==> src/rtl/burst_supervisor_consts.svh <==
`ifndef BURST_SUPERVISOR_CONSTS_SVH
`define BURST_SUPERVISOR_CONSTS_SVH
// Threshold codes of the feedback current converter, one count per microamp; feedback target in mV and resistor in kohm.
`define BURST_START_UA     10'd100
`define OPTOBIAS_TARGET_UA 10'd80
`define FB_TARGET_MV       960
`define FB_RES_KOHM        12
// Register offsets.
`define REG_CTRL    4'h0
`define REG_TARGET  4'h1
`define REG_EXITDLY 4'h2
`define REG_DCHDLY  4'h3
`define REG_STATUS  4'h4
`define REG_PROT    4'h5
`define REG_COUNT   4'h6
`define REG_OFFSET  4'h7
`define REG_PRESET  4'h8
// Control field positions.
`define CTRL_SAFE_RESTART 0
`define CTRL_BO_STOP      1
`define CTRL_OCP_PROT_EN  2
// Protection flag positions.
`define PF_MEMFAIL 0
`define PF_OTP     1
`define PF_MAXON   2
`define PF_OCP     3
// Reset values and timing.
`define CTRL_RESET     8'h05
`define TARGET_RESET   16'h0800
`define EXITDLY_RESET  16'h0400
`define DCHDLY_RESET   16'h1000
`define OCP_LIMIT      4'h4
`define OFFSET_STEP_US 10
`define CLK_MHZ        100
`define OFFSET_STEP_CYC ((`OFFSET_STEP_US) * (`CLK_MHZ))
`define SWING_BOOST    8'h10
`endif

==> src/rtl/burst_supervisor_pkg.sv <==
package burst_supervisor_pkg;
    typedef enum logic [2:0] {ST_LOAD, ST_RUN, ST_UVP, ST_PROT, ST_LATCH} supv_state_t;
    typedef enum logic [1:0] {BM_OFF, BM_ON, BM_HOLD} burst_state_t;
endpackage
==> src/rtl/burst_mode_supervisor.sv <==
// Our own choices: the strobed register port and the placing of the registers.
`timescale 1ns/1ps
`include "burst_supervisor_consts.svh"
module burst_mode_supervisor #(
    parameter int CW = 16
) (
    // Clock and reset.
    input  wire logic        clk,
    input  wire logic        rst,
    // Register port.
    input  wire logic [3:0]  regAddr,
    input  wire logic [15:0] regWdata,
    input  wire logic        regWr,
    input  wire logic        regRd,
    output logic [15:0]      regRdata,
    // Analog front end and power stage events (asynchronous).
    input  wire logic [9:0]  optoCurrent,
    input  wire logic        lpCycleDone,
    input  wire logic        burstLevelExceeded,
    input  wire logic        stopThresh,
    input  wire logic        mainsRise,
    input  wire logic        brownout,
    input  wire logic        brownin,
    input  wire logic        supplyUv,
    input  wire logic        supplyStart,
    input  wire logic        supplyAt12v,
    input  wire logic        memReadDone,
    input  wire logic        memReadOk,
    input  wire logic        overtemp,
    input  wire logic        onTimeMax,
    input  wire logic        overcurrent,
    input  wire logic        mainsReset,
    // Outputs to the power stage.
    output logic             switchEnable,
    output logic             burstOn,
    output logic             forceSwitchOff,
    output logic             hvRecharge,
    output logic             xcapDischarge,
    output logic             memReadReq,
    output logic [7:0]       swingSetpoint,
    output logic [7:0]       powerOffset
);
    // Two-flop synchronisers on every asynchronous input.
    localparam int NS = 15;
    logic [NS-1:0] asyncIn, meta1, sync2;
    logic [9:0]    optoM, optoS;
    assign asyncIn = {lpCycleDone, burstLevelExceeded, stopThresh, mainsRise, brownout,
                      brownin, supplyUv, supplyStart, supplyAt12v, memReadDone, memReadOk,
                      overtemp, onTimeMax, overcurrent, mainsReset};
    always_ff @(posedge clk or posedge rst) begin
        if (rst) begin
            meta1 <= '0;
            sync2 <= '0;
            optoM <= '0;
            optoS <= '0;
        end else begin
            meta1 <= asyncIn;
            sync2 <= meta1;
            optoM <= optoCurrent;
            optoS <= optoM;
        end
    end
    logic sLp, sBurstLvl, sStop, sMains, sBo, sBi, sUv, sStart, s12, sMemDone, sMemOk;
    logic sOtp, sMaxOn, sOcp, sMainsRst;
    assign {sLp, sBurstLvl, sStop, sMains, sBo, sBi, sUv, sStart, s12, sMemDone, sMemOk,
            sOtp, sMaxOn, sOcp, sMainsRst} = sync2;

    // Edge detect on the low-power cycle completion, taken after the synchroniser.
    logic lpPrev_q;
    logic lpEdge;
    always_ff @(posedge clk or posedge rst) begin
        if (rst) lpPrev_q <= 1'b0;
        else lpPrev_q <= sLp;
    end
    assign lpEdge = sLp & ~lpPrev_q;

    // Software registers.
    logic [7:0]    ctrl_q;
    logic [CW-1:0] target_q, exitDly_q, dchDly_q;
    logic [3:0]    protFlags_q;
    logic          protReset;
    assign protReset = regWr && regAddr == `REG_PRESET && regWdata[0];
    always_ff @(posedge clk or posedge rst) begin
        if (rst) begin
            ctrl_q    <= `CTRL_RESET;
            target_q  <= `TARGET_RESET;
            exitDly_q <= `EXITDLY_RESET;
            dchDly_q  <= `DCHDLY_RESET;
        end else if (regWr) begin
            unique case (regAddr)
                `REG_CTRL:    ctrl_q    <= regWdata[7:0];
                `REG_TARGET:  target_q  <= regWdata;
                `REG_EXITDLY: exitDly_q <= regWdata;
                `REG_DCHDLY:  dchDly_q  <= regWdata;
                default: ;
            endcase
        end
    end

    // Supervisor state machine for start-up and protections.
    burst_supervisor_pkg::supv_state_t supv_q;
    logic [3:0] ocpCnt_q;
    logic       memChecked_q;
    logic       ocpTrip, protTrip;
    assign ocpTrip  = ctrl_q[`CTRL_OCP_PROT_EN] && ocpCnt_q >= `OCP_LIMIT;
    assign protTrip = sOtp || ocpTrip;
    always_ff @(posedge clk or posedge rst) begin
        if (rst) begin
            supv_q       <= burst_supervisor_pkg::ST_LOAD;
            memChecked_q <= 1'b0;
        end else begin
            unique case (supv_q)
                burst_supervisor_pkg::ST_LOAD: begin
                    if (s12 && sMemDone && sMemOk) begin
                        supv_q       <= burst_supervisor_pkg::ST_RUN;
                        memChecked_q <= 1'b1;
                    end
                end
                burst_supervisor_pkg::ST_RUN: begin
                    if (protTrip) begin
                        supv_q <= ctrl_q[`CTRL_SAFE_RESTART] ?
                            burst_supervisor_pkg::ST_PROT : burst_supervisor_pkg::ST_LATCH;
                    end else if (sUv) begin
                        supv_q <= burst_supervisor_pkg::ST_UVP;
                    end
                end
                burst_supervisor_pkg::ST_UVP: begin
                    if (sStart) supv_q <= burst_supervisor_pkg::ST_RUN;
                end
                burst_supervisor_pkg::ST_PROT: begin
                    if (sUv) supv_q <= burst_supervisor_pkg::ST_UVP;
                end
                burst_supervisor_pkg::ST_LATCH: begin
                    if (sMainsRst) supv_q <= burst_supervisor_pkg::ST_LOAD;
                end
                default: supv_q <= burst_supervisor_pkg::ST_LOAD;
            endcase
        end
    end

    // Consecutive overcurrent cycles; a clean cycle resets the run.
    always_ff @(posedge clk or posedge rst) begin
        if (rst) ocpCnt_q <= '0;
        else if (supv_q != burst_supervisor_pkg::ST_RUN) ocpCnt_q <= '0;
        else if (lpEdge) ocpCnt_q <= sOcp ? ocpCnt_q + 4'h1 : 4'h0;
    end

    // Sticky protection flags: the set wins over a protection reset.
    logic [3:0] protSet;
    assign protSet = {ocpTrip, sMaxOn, sOtp,
                      supv_q == burst_supervisor_pkg::ST_LOAD && sMemDone && !sMemOk};
    always_ff @(posedge clk or posedge rst) begin
        if (rst) protFlags_q <= '0;
        else protFlags_q <= (protReset ? 4'h0 : protFlags_q) | protSet;
    end

    // Brownout gating; restart only after brownin.
    logic boHold_q;
    always_ff @(posedge clk or posedge rst) begin
        if (rst) boHold_q <= 1'b0;
        else if (sBo && ctrl_q[`CTRL_BO_STOP]) boHold_q <= 1'b1;
        else if (sBi) boHold_q <= 1'b0;
    end

    // Converter enable, supply recharge and on-time / overcurrent cut.
    logic running;
    assign running = supv_q == burst_supervisor_pkg::ST_RUN && !boHold_q && !sUv;
    // Protection holds the supply at its start level: recharge only below it.
    logic holdOff;
    assign holdOff = supv_q == burst_supervisor_pkg::ST_PROT ||
                     supv_q == burst_supervisor_pkg::ST_LATCH;
    always_ff @(posedge clk or posedge rst) begin
        if (rst) begin
            switchEnable   <= 1'b0;
            hvRecharge     <= 1'b0;
            forceSwitchOff <= 1'b0;
            memReadReq     <= 1'b0;
        end else begin
            switchEnable   <= running;
            hvRecharge     <= supv_q == burst_supervisor_pkg::ST_UVP ||
                              holdOff && !sStart;
            forceSwitchOff <= sMaxOn || sOcp;
            memReadReq     <= supv_q == burst_supervisor_pkg::ST_LOAD && s12 &&
                              !memChecked_q;
        end
    end

    // Burst engine: period timer, cycle count and hold state.
    burst_supervisor_pkg::burst_state_t bm_q;
    logic [CW-1:0] period_q, cycles_q, cyclesLatched_q, lpCnt_q, contCnt_q;
    logic belowStart, aboveStop;
    assign belowStart = optoS < `BURST_START_UA;
    assign aboveStop  = sStop;
    always_ff @(posedge clk or posedge rst) begin
        if (rst) begin
            bm_q            <= burst_supervisor_pkg::BM_OFF;
            period_q        <= '0;
            cycles_q        <= 16'h0001;
            cyclesLatched_q <= 16'h0001;
            lpCnt_q         <= '0;
            contCnt_q       <= '0;
        end else if (!running) begin
            bm_q      <= burst_supervisor_pkg::BM_OFF;
            contCnt_q <= '0;
        end else begin
            if (period_q != '1) period_q <= period_q + 16'h0001;
            unique case (bm_q)
                burst_supervisor_pkg::BM_OFF: begin
                    if (!sBurstLvl) bm_q <= burst_supervisor_pkg::BM_HOLD;
                end
                burst_supervisor_pkg::BM_HOLD: begin
                    if (belowStart) begin
                        bm_q            <= burst_supervisor_pkg::BM_ON;
                        period_q        <= '0;
                        lpCnt_q         <= '0;
                        contCnt_q       <= '0;
                        if (period_q < target_q) begin
                            cycles_q        <= cycles_q + 16'h0001;
                            cyclesLatched_q <= cycles_q + 16'h0001;
                        end else begin
                            cyclesLatched_q <= cycles_q;
                        end
                    end
                end
                burst_supervisor_pkg::BM_ON: begin
                    contCnt_q <= contCnt_q + 16'h0001;
                    if (aboveStop) begin
                        bm_q <= burst_supervisor_pkg::BM_HOLD;
                    end else if (contCnt_q >= exitDly_q && sBurstLvl) begin
                        bm_q <= burst_supervisor_pkg::BM_OFF;
                    end else if (lpEdge) begin
                        lpCnt_q <= lpCnt_q + 16'h0001;
                        if (lpCnt_q + 16'h0001 >= cyclesLatched_q)
                            bm_q <= burst_supervisor_pkg::BM_HOLD;
                    end
                end
                default: bm_q <= burst_supervisor_pkg::BM_OFF;
            endcase
        end
    end
    assign burstOn = bm_q == burst_supervisor_pkg::BM_ON;

    // Optobias offset loop, stepped slowly by a divider enable.
    logic [15:0] stepCnt_q;
    logic        stepEn;
    assign stepEn = stepCnt_q == 16'(`OFFSET_STEP_CYC - 1);
    always_ff @(posedge clk or posedge rst) begin
        if (rst) stepCnt_q <= '0;
        else stepCnt_q <= stepEn ? 16'h0000 : stepCnt_q + 16'h0001;
    end
    always_ff @(posedge clk or posedge rst) begin
        if (rst) powerOffset <= '0;
        else if (stepEn && optoS < `OPTOBIAS_TARGET_UA && powerOffset != 8'hff)
            powerOffset <= powerOffset + 8'h01;
        else if (stepEn && optoS > `OPTOBIAS_TARGET_UA && powerOffset != 8'h00)
            powerOffset <= powerOffset - 8'h01;
    end

    // Swing setpoint grows at once on a falling optocurrent.
    logic [9:0] optoPrev_q;
    always_ff @(posedge clk or posedge rst) begin
        if (rst) begin
            optoPrev_q    <= '0;
            swingSetpoint <= '0;
        end else begin
            optoPrev_q    <= optoS;
            swingSetpoint <= (optoS < optoPrev_q) ? powerOffset + `SWING_BOOST
                                                  : powerOffset;
        end
    end

    // Mains presence and X-capacitor discharge timer.
    logic [CW-1:0] mainsIdle_q;
    always_ff @(posedge clk or posedge rst) begin
        if (rst) begin
            mainsIdle_q   <= '0;
            xcapDischarge <= 1'b0;
        end else if (sMains) begin
            mainsIdle_q   <= '0;
            xcapDischarge <= 1'b0;
        end else begin
            if (mainsIdle_q != '1) mainsIdle_q <= mainsIdle_q + 16'h0001;
            if (mainsIdle_q >= dchDly_q) xcapDischarge <= 1'b1;
        end
    end

    // Read data, one cycle after the strobe; zero elsewhere.
    always_ff @(posedge clk or posedge rst) begin
        if (rst) regRdata <= '0;
        else if (regRd) begin
            unique case (regAddr)
                `REG_CTRL:    regRdata <= {8'h00, ctrl_q};
                `REG_TARGET:  regRdata <= target_q;
                `REG_EXITDLY: regRdata <= exitDly_q;
                `REG_DCHDLY:  regRdata <= dchDly_q;
                `REG_STATUS:  regRdata <= {8'h00, xcapDischarge, boHold_q, bm_q, 1'b0, supv_q};
                `REG_PROT:    regRdata <= {12'h000, protFlags_q};
                `REG_COUNT:   regRdata <= cyclesLatched_q;
                `REG_OFFSET:  regRdata <= {8'h00, powerOffset};
                default:      regRdata <= '0;
            endcase
        end else regRdata <= '0;
    end

    // Checks.
    property p_xcap_clear;
        @(posedge clk) disable iff (rst) sMains |=> !xcapDischarge;
    endproperty
    a_xcap_clear: assert property (p_xcap_clear) else $error("discharge during mains");

    property p_noswitch_prot;
        @(posedge clk) disable iff (rst)
            supv_q == burst_supervisor_pkg::ST_LATCH |=> !switchEnable;
    endproperty
    a_noswitch_prot: assert property (p_noswitch_prot) else $error("switching latched");

    property p_recharge;
        @(posedge clk) disable iff (rst)
            supv_q == burst_supervisor_pkg::ST_PROT && !sStart |=> hvRecharge;
    endproperty
    a_recharge: assert property (p_recharge) else $error("no recharge in protection");

    property p_recharge_off;
        @(posedge clk) disable iff (rst) holdOff && sStart |=> !hvRecharge;
    endproperty
    a_recharge_off: assert property (p_recharge_off) else $error("recharge at start");

    property p_sticky;
        @(posedge clk) disable iff (rst) protFlags_q[`PF_OTP] && !protReset |=> protFlags_q[`PF_OTP];
    endproperty
    a_sticky: assert property (p_sticky) else $error("flag lost");

    property p_stop;
        @(posedge clk) disable iff (rst) burstOn && running && sStop |=> !burstOn;
    endproperty
    a_stop: assert property (p_stop) else $error("burst not stopped");

    property p_count_end;
        @(posedge clk) disable iff (rst)
            burstOn && lpEdge && lpCnt_q + 16'h0001 >= cyclesLatched_q |=> !burstOn;
    endproperty
    a_count_end: assert property (p_count_end) else $error("burst overran count");

    property p_reuse;
        @(posedge clk) disable iff (rst)
            running && bm_q == burst_supervisor_pkg::BM_HOLD && belowStart &&
            period_q >= target_q |=> cyclesLatched_q == $past(cycles_q);
    endproperty
    a_reuse: assert property (p_reuse) else $error("count not reused");

    property p_fixed;
        @(posedge clk) disable iff (rst) burstOn |=> $stable(cyclesLatched_q);
    endproperty
    a_fixed: assert property (p_fixed) else $error("count moved in burst");

    property p_uvp;
        @(posedge clk) disable iff (rst) sUv |=> !switchEnable;
    endproperty
    a_uvp: assert property (p_uvp) else $error("switching at undervoltage");

    property p_memoff;
        @(posedge clk) disable iff (rst)
            supv_q == burst_supervisor_pkg::ST_LOAD |=> !switchEnable;
    endproperty
    a_memoff: assert property (p_memoff) else $error("switching before load");

    property p_cut;
        @(posedge clk) disable iff (rst) sMaxOn |=> forceSwitchOff && protFlags_q[`PF_MAXON];
    endproperty
    a_cut: assert property (p_cut) else $error("on-time not cut");
endmodule

==> config.mk <==
export PLATFORM = sky130hd
export DESIGN_NAME = burst_mode_supervisor
export DESIGN_NICKNAME = d
export VERILOG_FILES = /design/src/rtl/burst_supervisor_pkg.sv /design/src/rtl/burst_mode_supervisor.sv
export VERILOG_INCLUDE_DIRS = /design/src /design/src/rtl
export SDC_FILE = /design/constraint.sdc
export NUM_CORES = 1
export LEC_CHECK = 0
export ABC_AREA = 1
export BUFFER_PORTS_ARGS = -buffer_cell sky130_fd_sc_hd__buf_2
export CAP_MARGIN = 0
export CORE_ASPECT_RATIO = 0.7
export CORE_UTILIZATION = 55
export DETAILED_ROUTE_END_ITERATION = 7
export PLACE_DENSITY = 0.79
export SYNTH_ARGS = -nofsm -noshare
export SYNTH_HDL_FRONTEND = slang
export SYNTH_SLANG_ARGS = --single-unit
==> constraint.sdc <==
create_clock -name clk -period 17.5 [get_ports clk]
set_input_delay 2.625 -clock clk [delete_from_list [all_inputs] [get_ports clk]]
set_output_delay 2.625 -clock clk [all_outputs]
set_load 0.03 [all_outputs]
Yosys cells after proc, flatten, opt, wreduce, memory -nomap -nowiden:

Index checks and enable logic that the tools add are counted.

* reduce and logical (&&, ||, !) cells: 47
* magnitude comparators: 9
* eq/ne operators: 31
* add/subtract/negate cells: 10
* muxes and demuxes: 42
* bitwise logic cells: 3

Operators with widths (number)
* 2-to-1 mux 16 bit: 13
* one-hot mux 16 bit (8 select lines): 1
* adder 16 x 1 -> 16 bit (second input constant): 6
* one-hot mux 16 bit (2 select lines): 2
* greater-or-equal comparator 16 bit: 3
* inequality test 16 bit (second input constant): 2
* 2-to-1 mux 8 bit: 3
* less-than comparator 10 x 7 -> 1 bit (second input constant): 2
* logical AND 1 bit: 18
* 2-to-1 mux 3 bit: 6
* equality test 16 x 10 -> 1 bit (second input constant): 1
* equality test 4 x 3 -> 1 bit (second input constant): 4
* less-than comparator 16 bit: 1
* 2-to-1 mux 4 bit: 4
* one-hot mux 3 bit (5 select lines): 1
* 2-to-1 mux 2 bit: 7
* inequality test 2 bit (second input constant): 6
* AND reduction 2 bit: 6
* nonzero test 2 bit: 6
* > comparator 10 x 7 -> 1 bit (second input constant): 1
* less-than comparator 10 bit: 1
* adder 8 x 1 -> 8 bit (second input constant): 1
* adder 8 x 5 -> 8 bit (second input constant): 1
* equality test 4 x 2 -> 1 bit (second input constant): 2
* 31 further kinds: 44

* bits of input ports: 49
* logic and storage cells: 172
* register bits: 265
* output and inout port bits: 38

Longest topological paths before layout:

Gate-level depths: netlist of the first run.

* word-level depth: 8
* gate-level depth with buffers: 19
* mapped depth without buffers: 19

Worst setup path after synthesis of the first run:

OpenSTA, ideal clock, no wires.

* path kind: input port to flip-flop
* start: input port regAddr[3]
* end: register regRdata[7]
* setup time: 0.077 ns
* stages: 6
* data arrival time: 3.581 ns
* buffers on the path: 1
* setup slack: 13.842 ns
* required time: 17.423 ns
* path through: nor2_1 inv_1 nor2_1 clkbuf_1 a221oi_1 a21oi_1

* cells in the longest elaborated chain, start to end: 3
* elaborated cells on any way between the ends: 10
* those cells by class: eq/ne (7); mux (2); reduce/logical (1)

Ends and longest elaborated chain
* from (decl): RTL line burst_mode_supervisor.sv:11 `input wire logic [3:0] regAddr,`
* equality test 4 x 3 -> 1 bit (tied with other cells): RTL line burst_mode_supervisor.sv:291 `unique case (regAddr)`
* one-hot mux 16 bit (8 select lines) (*): RTL line burst_mode_supervisor.sv:291
* 2-to-1 mux 16 bit (*): RTL line burst_mode_supervisor.sv:290 `else if (regRd) begin`
* to (signal assigned): RTL line burst_mode_supervisor.sv:292 `` `REG_CTRL: regRdata <= {8'h00, ctrl_q}; ``
* to (signal assigned): RTL line burst_mode_supervisor.sv:293 `` `REG_TARGET: regRdata <= target_q; ``
* to (signal assigned): RTL line burst_mode_supervisor.sv:294 `` `REG_EXITDLY: regRdata <= exitDly_q; ``
* to (decl): RTL line burst_mode_supervisor.sv:15 `output logic [15:0] regRdata,`

Every way passes the cells marked *; elsewhere a longest branch is shown, timed or not.
A chain may end at the register's enable or synchronous reset.

Worst setup path in the final report of the first run:

* start: register bm_q[1]
* end: output port burstOn

* cells in the longest elaborated chain, start to end: 1

Ends and longest elaborated chain
* from (decl): RTL line burst_mode_supervisor.sv:189 `burst_supervisor_pkg::burst_state_t bm_q;`
* from (signal assigned): RTL line burst_mode_supervisor.sv:196 `bm_q <= burst_supervisor_pkg::BM_OFF;`
* from (signal assigned): RTL line burst_mode_supervisor.sv:203 `bm_q <= burst_supervisor_pkg::BM_OFF;`
* from (signal assigned): RTL line burst_mode_supervisor.sv:209 `if (!sBurstLvl) bm_q <= burst_supervisor_pkg::BM_HOLD;`
* equality test 2 x 1 -> 1 bit: RTL line burst_mode_supervisor.sv:241 `assign burstOn = bm_q == burst_supervisor_pkg::BM_ON;`
* to (decl): RTL line burst_mode_supervisor.sv:35 `output logic burstOn,`

Every way passes these cells.

==> results of run 1 <==
flip-flops by register name, summed over array words and instances (netlist names), 15 cells and up:
register,count
contCnt_q,16
cyclesLatched_q,16
dchDly_q,16
exitDly_q,16
lpCnt_q,16
mainsIdle_q,16
period_q,16
regRdata,16
stepCnt_q,16
target_q,16
meta1,15
sync2,15
final timing paths:
check / endpoint / cells past startpoint
max: burstOn / 3
min: sync2[2] / 0
max reg2reg: lpCnt_q[11] / 8
min reg2reg: sync2[2] / 0
max in group asynchronous: cyclesLatched_q[13] / 4
min in group asynchronous: stepCnt_q[7] / 2
power by group:
group / total [W] / internal (W) / switching, W
registers: 0.000708 / 0.000664 / 0.0000436
clock network: 0.000571 / 0.000326 / 0.000245
logic: 0.000220 / 0.0000691 / 0.000151
worst reg2reg max path, delay by kind of cell (launching register included):
family                 cells  cell delay, ns
DFF                        1            0.50
buffers and inverters      1            0.71
and+or+nand+nor            7            1.93
cell families after synthesis:
group           share of synthesized area [%]
flops                                    48.5
xor+xnor                                 3.39
buf+inv                                  7.97
fa+ha+maj                                8.47
compound gates                           11.8
simple gates                             19.8
metal layers:
layer / up-vias / track usage (%)
met1: 5447 / 39.5
met2: 470 / 40.9
li1: 5367 / -
met4: 0 / 5.73
met5: - / 0
met3: 63 / 6.12
layout by cell type, fill, tap and decap left out, types with 49 or more instances in the layout:
cell type,netlist,routed
xor2_1,49,49
nor2_1,111,111
a21oi_1,68,68
nand3_1,54,54
nand2_1,315,315
ha_1,91,91
buf_2,5,86
o21ai_0,119,119
dfrtp_1,259,259
inv_1,250,249
per-stage QoR:
stage               instance area, sq um  instances  setup slack, ns  total power [W]  utilization [%]
floorplan                          13700       1576             7.59         0.000861                -
global placement                   14400       1955            12.17         0.000918             59.9
detailed placement                 14400       1955            12.15         0.000930             59.9
CTS                                15300       2003            12.72          0.00150             63.5
global route                       15300       2003            12.38          0.00157             63.5
finish                             15300       2003            12.75          0.00150             63.5
final cells by class:
cell class / count / share of cell area [%]
clock inverters: 11 / 0.827
well taps: 318 / 2.60
flip-flops and latches: 265 / 43.4
inverters: 256 / 6.34
repair buffers: 89 / 2.96
multi-input cells: 1027 / 39.0
clock buffers: 37 / 4.86
==> results.cfg, run 1 <==
[floorplanning]
die-width_um = 191
io_pins = 87
die_h_um = 134
core-area_sq_um = 24100
initial_utilization_pct = 56.9
row_count = 47
die_area_sq_um = 25500

[clock_network]
insertion_delay_ns = 0.56
cts_tree = yes
clock_path_buffers = 3
ctsHtreeMaxLevel = 1
ctsResizeCount = 0
clk_pin_slew_ns = 0.06
holdBufCountCts = 0
cts-root-buf = clkbuf_16
cts_buffers = 26
cts.sinks = 265
post-cts-setup-buffers = 0

[worst_setup_path]
crit_fanout = 21
path_delay_family = adder cells
start_kind = register
crit_slowest_cell = ha_1
crit_required_ns = 14.88
cp-end-kind = output pin
critPathBufInv = 2
crit_chain = inv_1 -> ha_1 -> buf_2
worst_r2r_startpoint = supv_q[2]
crit_type = register to output pin
r2r_setup_slack_ns = 14.24
max_stage_delay_ns = 0.70
worst-endpoint-arrival_ns = 2.13
startpoint = bm_q[1]

[synth]
synth_cell_types = 56
yosysWarnings = 0
post-synth-top-count-cell = nand2_1
syn_nets = 1717
syn_area_per_cell_sq_um = 8.68
yosys.area.top_type = dfrtp_1
synth_seq_cells = 265
synthCells = 1576
synth-edff-count = 0
netlist_area_sq_um = 13700
async_flop_share_pct = 100
synth_ff_type = dfrtp_1
synthTopCellsByArea = dfrtp_1 47%, nand2_1 8.6%, ha_1 8.3%
ys_seq_area_share_pct = 48.5
synth_common_cells = 315 x nand2_1, 259 x dfrtp_1, 250 x inv_1
yosysTopAreaCellShare_pct = 47.4

[drt]
ant_nets = 0
dr_total_vias = 11300
wl_met2_um = 14700
topRoutingLayerUsed = met4
drc = 0
wire_per_inst_um = 16.7
wl_met3_um = 2990
wl_met1_um = 15100
drtIter0Drc = 991
first_pass_iters = 6
vias_per_cell = 5.67
routed_wl_um = 33400

[min_path]
hp-class = register to register
hp-start = meta1[2]

[finish]
drive_gt1_share_pct = 10.3
num_antenna_cells = 0
ff_latch_area_sq_um = 6640
finalNetCount = 1806
multi_input_area_sq_um = 5950
syn2layout_area_growth_pct = 11.7
fillers = 1977

[sta]
period_share_pct = 27.2
fin_setup_tns_ns = 0
skew_ns = 0.0170
setup_viol = 0
rsz0062_at_grt = false
hold_slack_ns = 0.348
maxSlewViolCount = 0
maxSlewHeadroom_pct = 31.8
fin_crit_ns = 4.75
max_clock_freq_mhz = 210
worst_slew_pin_slew_ns = 1.02
final-hold-violation-count = 0

[global_routing]
grt_first_pass_wirelength_um = 54800
antenna_found_initial = 0
grt_pass1_vias = 10800
grt_max_degree = 106
grt_usage_pct = 26.9
overflow = 0

[place]
gp_congestion = 0.927
place.port_buffers = 86
hpwl_um = 24400

[power_and_ir_drop]
power.density_nw_per_um2 = 98.1
p_leak_nw = 7.74
peakVddDrop_uv = 77.6

[outcome]
status = finished clean

[flow_run]
drv_cap = 0
Note: power is estimated with default switching activity, not from simulation.
==> inputs of run 2 (changes only) <==
--- a/config.mk
+++ b/config.mk
@@ -6,7 +6,7 @@
 export SDC_FILE = /design/constraint.sdc
 export NUM_CORES = 1
 export LEC_CHECK = 0
-export ABC_AREA = 1
+export ABC_AREA = 0
 export BUFFER_PORTS_ARGS = -buffer_cell sky130_fd_sc_hd__buf_2
 export CAP_MARGIN = 0
 export CORE_ASPECT_RATIO = 0.7
==> constraint.sdc (replaced) <==
create_clock -name clk -period 4.5 [get_ports clk]
set_input_delay 0.675 -clock clk [delete_from_list [all_inputs] [get_ports clk]]
set_output_delay 0.675 -clock clk [all_outputs]
set_load 0.03 [all_outputs]
==> run 2 against run 1 <==
Effect of this change:
- combinational power increased to 3.4 times the previous value
- sequential power increased to 3.9 times the previous value
- total power increased to 3.9 times the previous value
- critical path type is now register to register
- clock skew decreased by 0.0035 ns
- largest power group unchanged
==> results.cfg, run 2 <==
[drt]
drc = 0
wire_per_inst_um = 18.8
routed_wl_um = 31300
dr_total_vias = 9858
first_pass_iters = 5
drtIter0Drc = 917
ant_nets = 0
vias_per_cell = 5.92

[worst_setup_path]
max_stage_delay_ns = 0.47
crit_required_ns = 4.92
r2r_setup_slack_ns = 0.83
path_delay_family = simple AND/OR/NAND/NOR gates
critPathBufInv = 1
worst-endpoint-arrival_ns = 4.09
crit_fanout = 5
crit_type = register to register
start_kind = register
crit_slowest_cell = or4_1
rr_endpoint = bm_q[0]
worst_r2r_startpoint = lpCnt_q[0]
cp-end-kind = register
crit_chain = ha_1 -> and3_1 -> and3_1 -> nand2_1 -> nor2_1 -> nand2_1 -> xnor2_1 -> inv_1 -> ha_1 -> o21ai_0 -> nor2_1 -> or4_1 -> a221oi_1 -> o21bai_1 -> o31a_1 -> a22o_1
ff2ff_path_depth = 16

[synth]
synthCells = 1242
yosysTopAreaCellShare_pct = 48.8
yosys.area.top_type = dfrtp_1
ys_seq_area_share_pct = 50.0
async_flop_share_pct = 100
yosysWarnings = 0
netlist_area_sq_um = 13300
syn_area_per_cell_sq_um = 10.7
synth_ff_type = dfrtp_1
synthTopCellsByArea = dfrtp_1 49%, ha_1 8.6%, mux2_2 5.1%
synth_seq_cells = 265
synth-edff-count = 0
synth_common_cells = 259 x dfrtp_1, 104 x inv_1, 94 x nor2_1
synth_cell_types = 76
post-synth-top-count-cell = dfrtp_1
syn_nets = 1383

[clock_network]
clk_pin_slew_ns = 0.07
clock_path_buffers = 3
cts_tree = yes
holdBufCountCts = 0
cts_buffers = 26
ctsResizeCount = 0
ctsHtreeMaxLevel = 1
cts-root-buf = clkbuf_16
insertion_delay_ns = 0.54
post-cts-setup-buffers = 0
cts.sinks = 265

[sta]
period_share_pct = 81.5
skew_ns = 0.0135
max_clock_freq_mhz = 273
worst_slew_pin_slew_ns = 1.13
maxSlewViolCount = 0
fin_crit_ns = 3.67
maxSlewHeadroom_pct = 23.6
fin_ws_ns = 0.832
final-hold-violation-count = 0
setup_viol = 0
rsz0062_at_grt = false
fin_setup_tns_ns = 0

[place]
hpwl_um = 22800
pre_cts_ws_ns = 0.903
place.port_buffers = 86
gp_congestion = 0.915
place_inst = 1615

[global_routing]
grt_usage_pct = 26.0
overflow = 0
grt_pass1_vias = 9648
grt_first_pass_wirelength_um = 51400
grt_max_degree = 93
antenna_found_initial = 1

[finish]
ff_latch_area_sq_um = 6640
utilization_pct = 63.1
multi_input_area_sq_um = 6070
layout.cells.non_filler = 1664
layout_common_cells = 259 x dfrtp_1, 103 x inv_1, 94 x nor2_1, 91 x ha_1, 86 x buf_2
drive_gt1_share_pct = 16.2
syn2layout_area_growth_pct = 12.4
fillers = 1858
finalNetCount = 1466
layout_commonest_cell = dfrtp_1

[min_path]
hp-start = supplyUv
hold_end = meta1[8]
hp-class = primary input to register
holdPathStages = 1

[power_and_ir_drop]
power.density_nw_per_um2 = 390
finalPower_w = 0.00582
peakVddDrop_uv = 331
p_leak_nw = 6.96

[floorplanning]
initial_utilization_pct = 56.1
io_pins = 87
core-area_sq_um = 23600
row_count = 47
die_h_um = 132
die_area_sq_um = 24800
die-width_um = 188

[outcome]
status = finished clean

[flow_run]
drv_cap = 0
[run 2: cell types whose count changed in the layout (fill, tap and decap cells not counted), moves of 24 or more]
cell / delta
mux2_2: +60
xnor2_1: +49
nand2_1: -245
and3_1: +24
inv_1: -146
o21ai_0: -67
[run 2: cells by family after synthesis]
kind of cell,count (synthesis),share of synthesized area [%]
flops,265,50.0
xor+xnor,85,5.61
simple gates,357,13.6
buf+inv,143,4.25
mux,67,5.62
fa+ha+maj,92,8.73
compound gates,233,12.2
[run 2: per-layer routing]
| metal | wire [um] | up-vias | track usage (%) |
|---|---|---|---|
| met5 | 64 | - | 1.92 |
| met4 | 823 | 2 | 7.54 |
| met3 | 2310 | 64 | 5.70 |
| met2 | 13600 | 345 | 37.8 |
| met1 | 14400 | 4852 | 39.0 |
| li1 | - | 4595 | - |
[run 2: layout make-up]
class,instances,area share [%]
clock inverter,17,1.32
timing repair buffer,92,3.44
clock buffer,31,4.70
multi-input combinational,834,40.7
antenna,1,0.0168
tap,318,2.67
sequential,265,44.5
inverter,106,2.69
[run 2: worst register-to-register path, delay by kind of cell, from the launching register on]
kind / cells / cell delay [ns]
AND/OR/NAND/NOR: 7 / 1.24
AO/OA/AOI/OAI: 5 / 1.07
adder cells (fa/ha/maj): 2 / 0.53
flip-flops: 1 / 0.44
XOR/XNOR: 1 / 0.20
buffers and inverters: 1 / 0.07
[run 2: stage by stage]
step,hold slack [ns],area (sq um)
finish,0.233,14900
detailed placement,0.335,14000
global placement,0.331,14000
CTS,0.216,14900
floorplan,0.331,13300
global route,0.219,14900
[run 2: worst max path at each step]
stage                     startpoint  endpoint  slack, ns  cells after the start
after detailed placement  lpCnt_q[0]   bm_q[0]       0.90                     16
after global placement    lpCnt_q[0]   bm_q[0]       0.95                     16
after CTS                 lpCnt_q[0]   bm_q[0]       0.85                     16
final                     lpCnt_q[0]   bm_q[0]       0.83                     16
after floorplan                  rst   bm_q[0]       0.33                      1
after global routing      lpCnt_q[0]   bm_q[0]       0.50                     16
[run 2: where the power goes]
group	total, W	internal, W	switching, W
clock network	0.00229	0.00135	0.000943
registers	0.00278	0.00258	0.000198
logic	0.000748	0.000312	0.000436
==> inputs of run 3 (changes only) <==
==> constraint.sdc (replaced) <==
create_clock -name clk -period 3.47 [get_ports clk]
set_input_delay 0.5205 -clock clk [delete_from_list [all_inputs] [get_ports clk]]
set_output_delay 0.5205 -clock clk [all_outputs]
set_load 0.03 [all_outputs]
==> run 3 against run 2 <==
Effect of this change:
- sequential cell count is the same
- wire length grew 2.9%
- die area is the same
- largest cell class unchanged
- highest routed layer unchanged
==> results.cfg, run 3 (synthesis results as in run 2) <==
[drt]
vias_per_cell = 5.91
first_pass_iters = 6
ant_nets = 0
drtIter0Drc = 875
drc = 0
dr_total_vias = 10100
wire_per_inst_um = 18.9
routed_wl_um = 32200

[sta]
maxSlewHeadroom_pct = 36.7
fin_setup_tns_ns = 0
max_clock_freq_mhz = 296
rsz0062_at_grt = true
setup_viol = 0
skew_ns = 0.0106
period_share_pct = 97.5
fin_ws_ns = 0.0861
worst_slew_pin_slew_ns = 0.941
maxSlewViolCount = 0
fin_crit_ns = 3.38
final-hold-violation-count = 0

[worst_setup_path]
critPathBufInv = 1
start_kind = register
worstSetupPathDepth = 16
crit_slowest_cell = or4_4
crit_fanout = 4
ff2ff_path_depth = 16
crit_required_ns = 3.91
max_stage_delay_ns = 0.48
cp-end-kind = register
path_delay_family = simple AND/OR/NAND/NOR gates
crit_chain = ha_2 -> and3_4 -> and3_4 -> nand2_4 -> nor2_1 -> nand2_1 -> xnor2_2 -> inv_1 -> ha_4 -> o21ai_2 -> nor2_1 -> or4_4 -> a221oi_2 -> o21bai_1 -> o31a_1 -> a22o_1
worst-endpoint-arrival_ns = 3.82
crit_type = register to register

[finish]
layout_commonest_cell = dfrtp_1
syn2layout_area_growth_pct = 15.2
layout_common_cells = 258 x dfrtp_1, 103 x inv_1, 93 x nor2_1, 89 x ha_1, 86 x buf_2
multi_input_area_sq_um = 6140
drive_gt1_share_pct = 18.9
ff_latch_area_sq_um = 6640
finalNetCount = 1502
utilization_pct = 64.7
layout.cells.non_filler = 1701
fillers = 1844
fin_area_sq_um = 15300

[outcome]
status = finished clean

[power_and_ir_drop]
power.density_nw_per_um2 = 501
peakVddDrop_uv = 431
sw_frac_of_total_pct = 26.6
netSwitchingPower_w = 0.00204
pwr-share-comb_pct = 13.1
p_leak_nw = 7.16
power_frac_clock_pct = 39.8
internal_power_w = 0.00563
p_seq_share_pct = 47.1

[place]
place_area_sq_um = 14300
place_inst = 1646
pre_cts_ws_ns = 0.0421
place.port_buffers = 86
hpwl_um = 23500
gp_congestion = 0.943

[global_routing]
grt_usage_pct = 26.3
grt_pass1_vias = 9804
grt_first_pass_wirelength_um = 51900
grt_max_degree = 93
antenna_found_initial = 3
overflow = 0

[clock_network]
clock_path_buffers = 3
insertion_delay_ns = 0.55
clk_pin_slew_ns = 0.06
cts_tree = yes
cts.sinks = 265
ctsHtreeMaxLevel = 1
cts_buffers = 26
cts-root-buf = clkbuf_16

[floorplanning]
die_area_sq_um = 24800
io_pins = 87
row_count = 47
core-area_sq_um = 23600
initial_utilization_pct = 56.1
die-width_um = 188
die_h_um = 132

[min_path]
hp-class = primary input to register
holdPathStages = 1

[flow_run]
drv_cap = 0
run 3: cell types whose count changed in the layout (fill, tap and decap cells not counted), moves of 2 or more:
cell / previous run / this run
and3_4: 0 / 2
buf_4: 3 / 39
and3_1: 26 / 24
ha_1: 91 / 89
clkinv_2: 9 / 1
nand2_1: 70 / 68
clkbuf_8: 1 / 4
clkbuf_1: 3 / 10
run 3: area by class of cell:
cell class	instances	share of cell area, %
Inverter	106	2.63
Sequential cell	265	43.4
Clock buffer	40	4.86
Tap cell	318	2.60
Timing Repair Buffer	128	5.12
Antenna cell	2	0.0327
Multi-Input combinational cell	834	40.2
Clock inverter	8	1.17
run 3: worst paths after layout:
kind	to	startpoint	slack, ns
min in group asynchronous	optoPrev_q[0]	rst	0.14
max reg2reg	bm_q[1]	lpCnt_q[1]	0.09
max	bm_q[1]	lpCnt_q[1]	0.09
max in group asynchronous	regRdata[12]	rst	2.36
min reg2reg	sync2[8]	meta1[8]	0.35
min	optoM[7]	optoCurrent[7]	0.08
run 3: worst reg2reg max path, cell delays in order, from the launching register on:
cell and delay, ns:
dfrtp_1 0.40, ha_2 0.21, and3_4 0.19, and3_4 0.20, nand2_4 0.06, nor2_1 0.09
nand2_1 0.10, xnor2_2 0.20, inv_1 0.09, ha_4 0.22, o21ai_2 0.12, nor2_1 0.05
or4_4 0.48, a221oi_2 0.24, o21bai_1 0.13, o31a_1 0.31, a22o_1 0.18
run 3: metrics by stage:
step                      hold slack [ns]  total power, W
after floorplan                     0.331         0.00429
after global placement              0.332         0.00458
after detailed placement            0.335         0.00464
after CTS                          0.0593         0.00768
after global routing               0.0523         0.00797
final                              0.0774         0.00766
run 3: layer usage:
metal  global-route usage [%]  vias up  share of wire, %
li1                         -     4670                 -
met1                     39.3     4944                46
met2                     38.2      356                44
met3                     5.67       84               7.4
met4                     8.63        4               3.2
met5                        0        -             0.047
run 3: timing repair:
| item | CTS | global route |
|---|---|---|
| buffers inserted | 0 | 5 |
| setup endpoints to repair | 0 | 3 |
| hold buffers | 0 | 0 |
| gates resized for setup | 0 | 16 |
run 3: power by group through the flow:
stage	Clock, W	Combinational, W	Sequential [W]
floorplan	0	0.000708	0.00358
global placement	0	0.000944	0.00364
detailed placement	0	0.000986	0.00365
CTS	0.00309	0.000993	0.00360
global route	0.00322	0.00112	0.00364
finish	0.00305	0.00100	0.00361
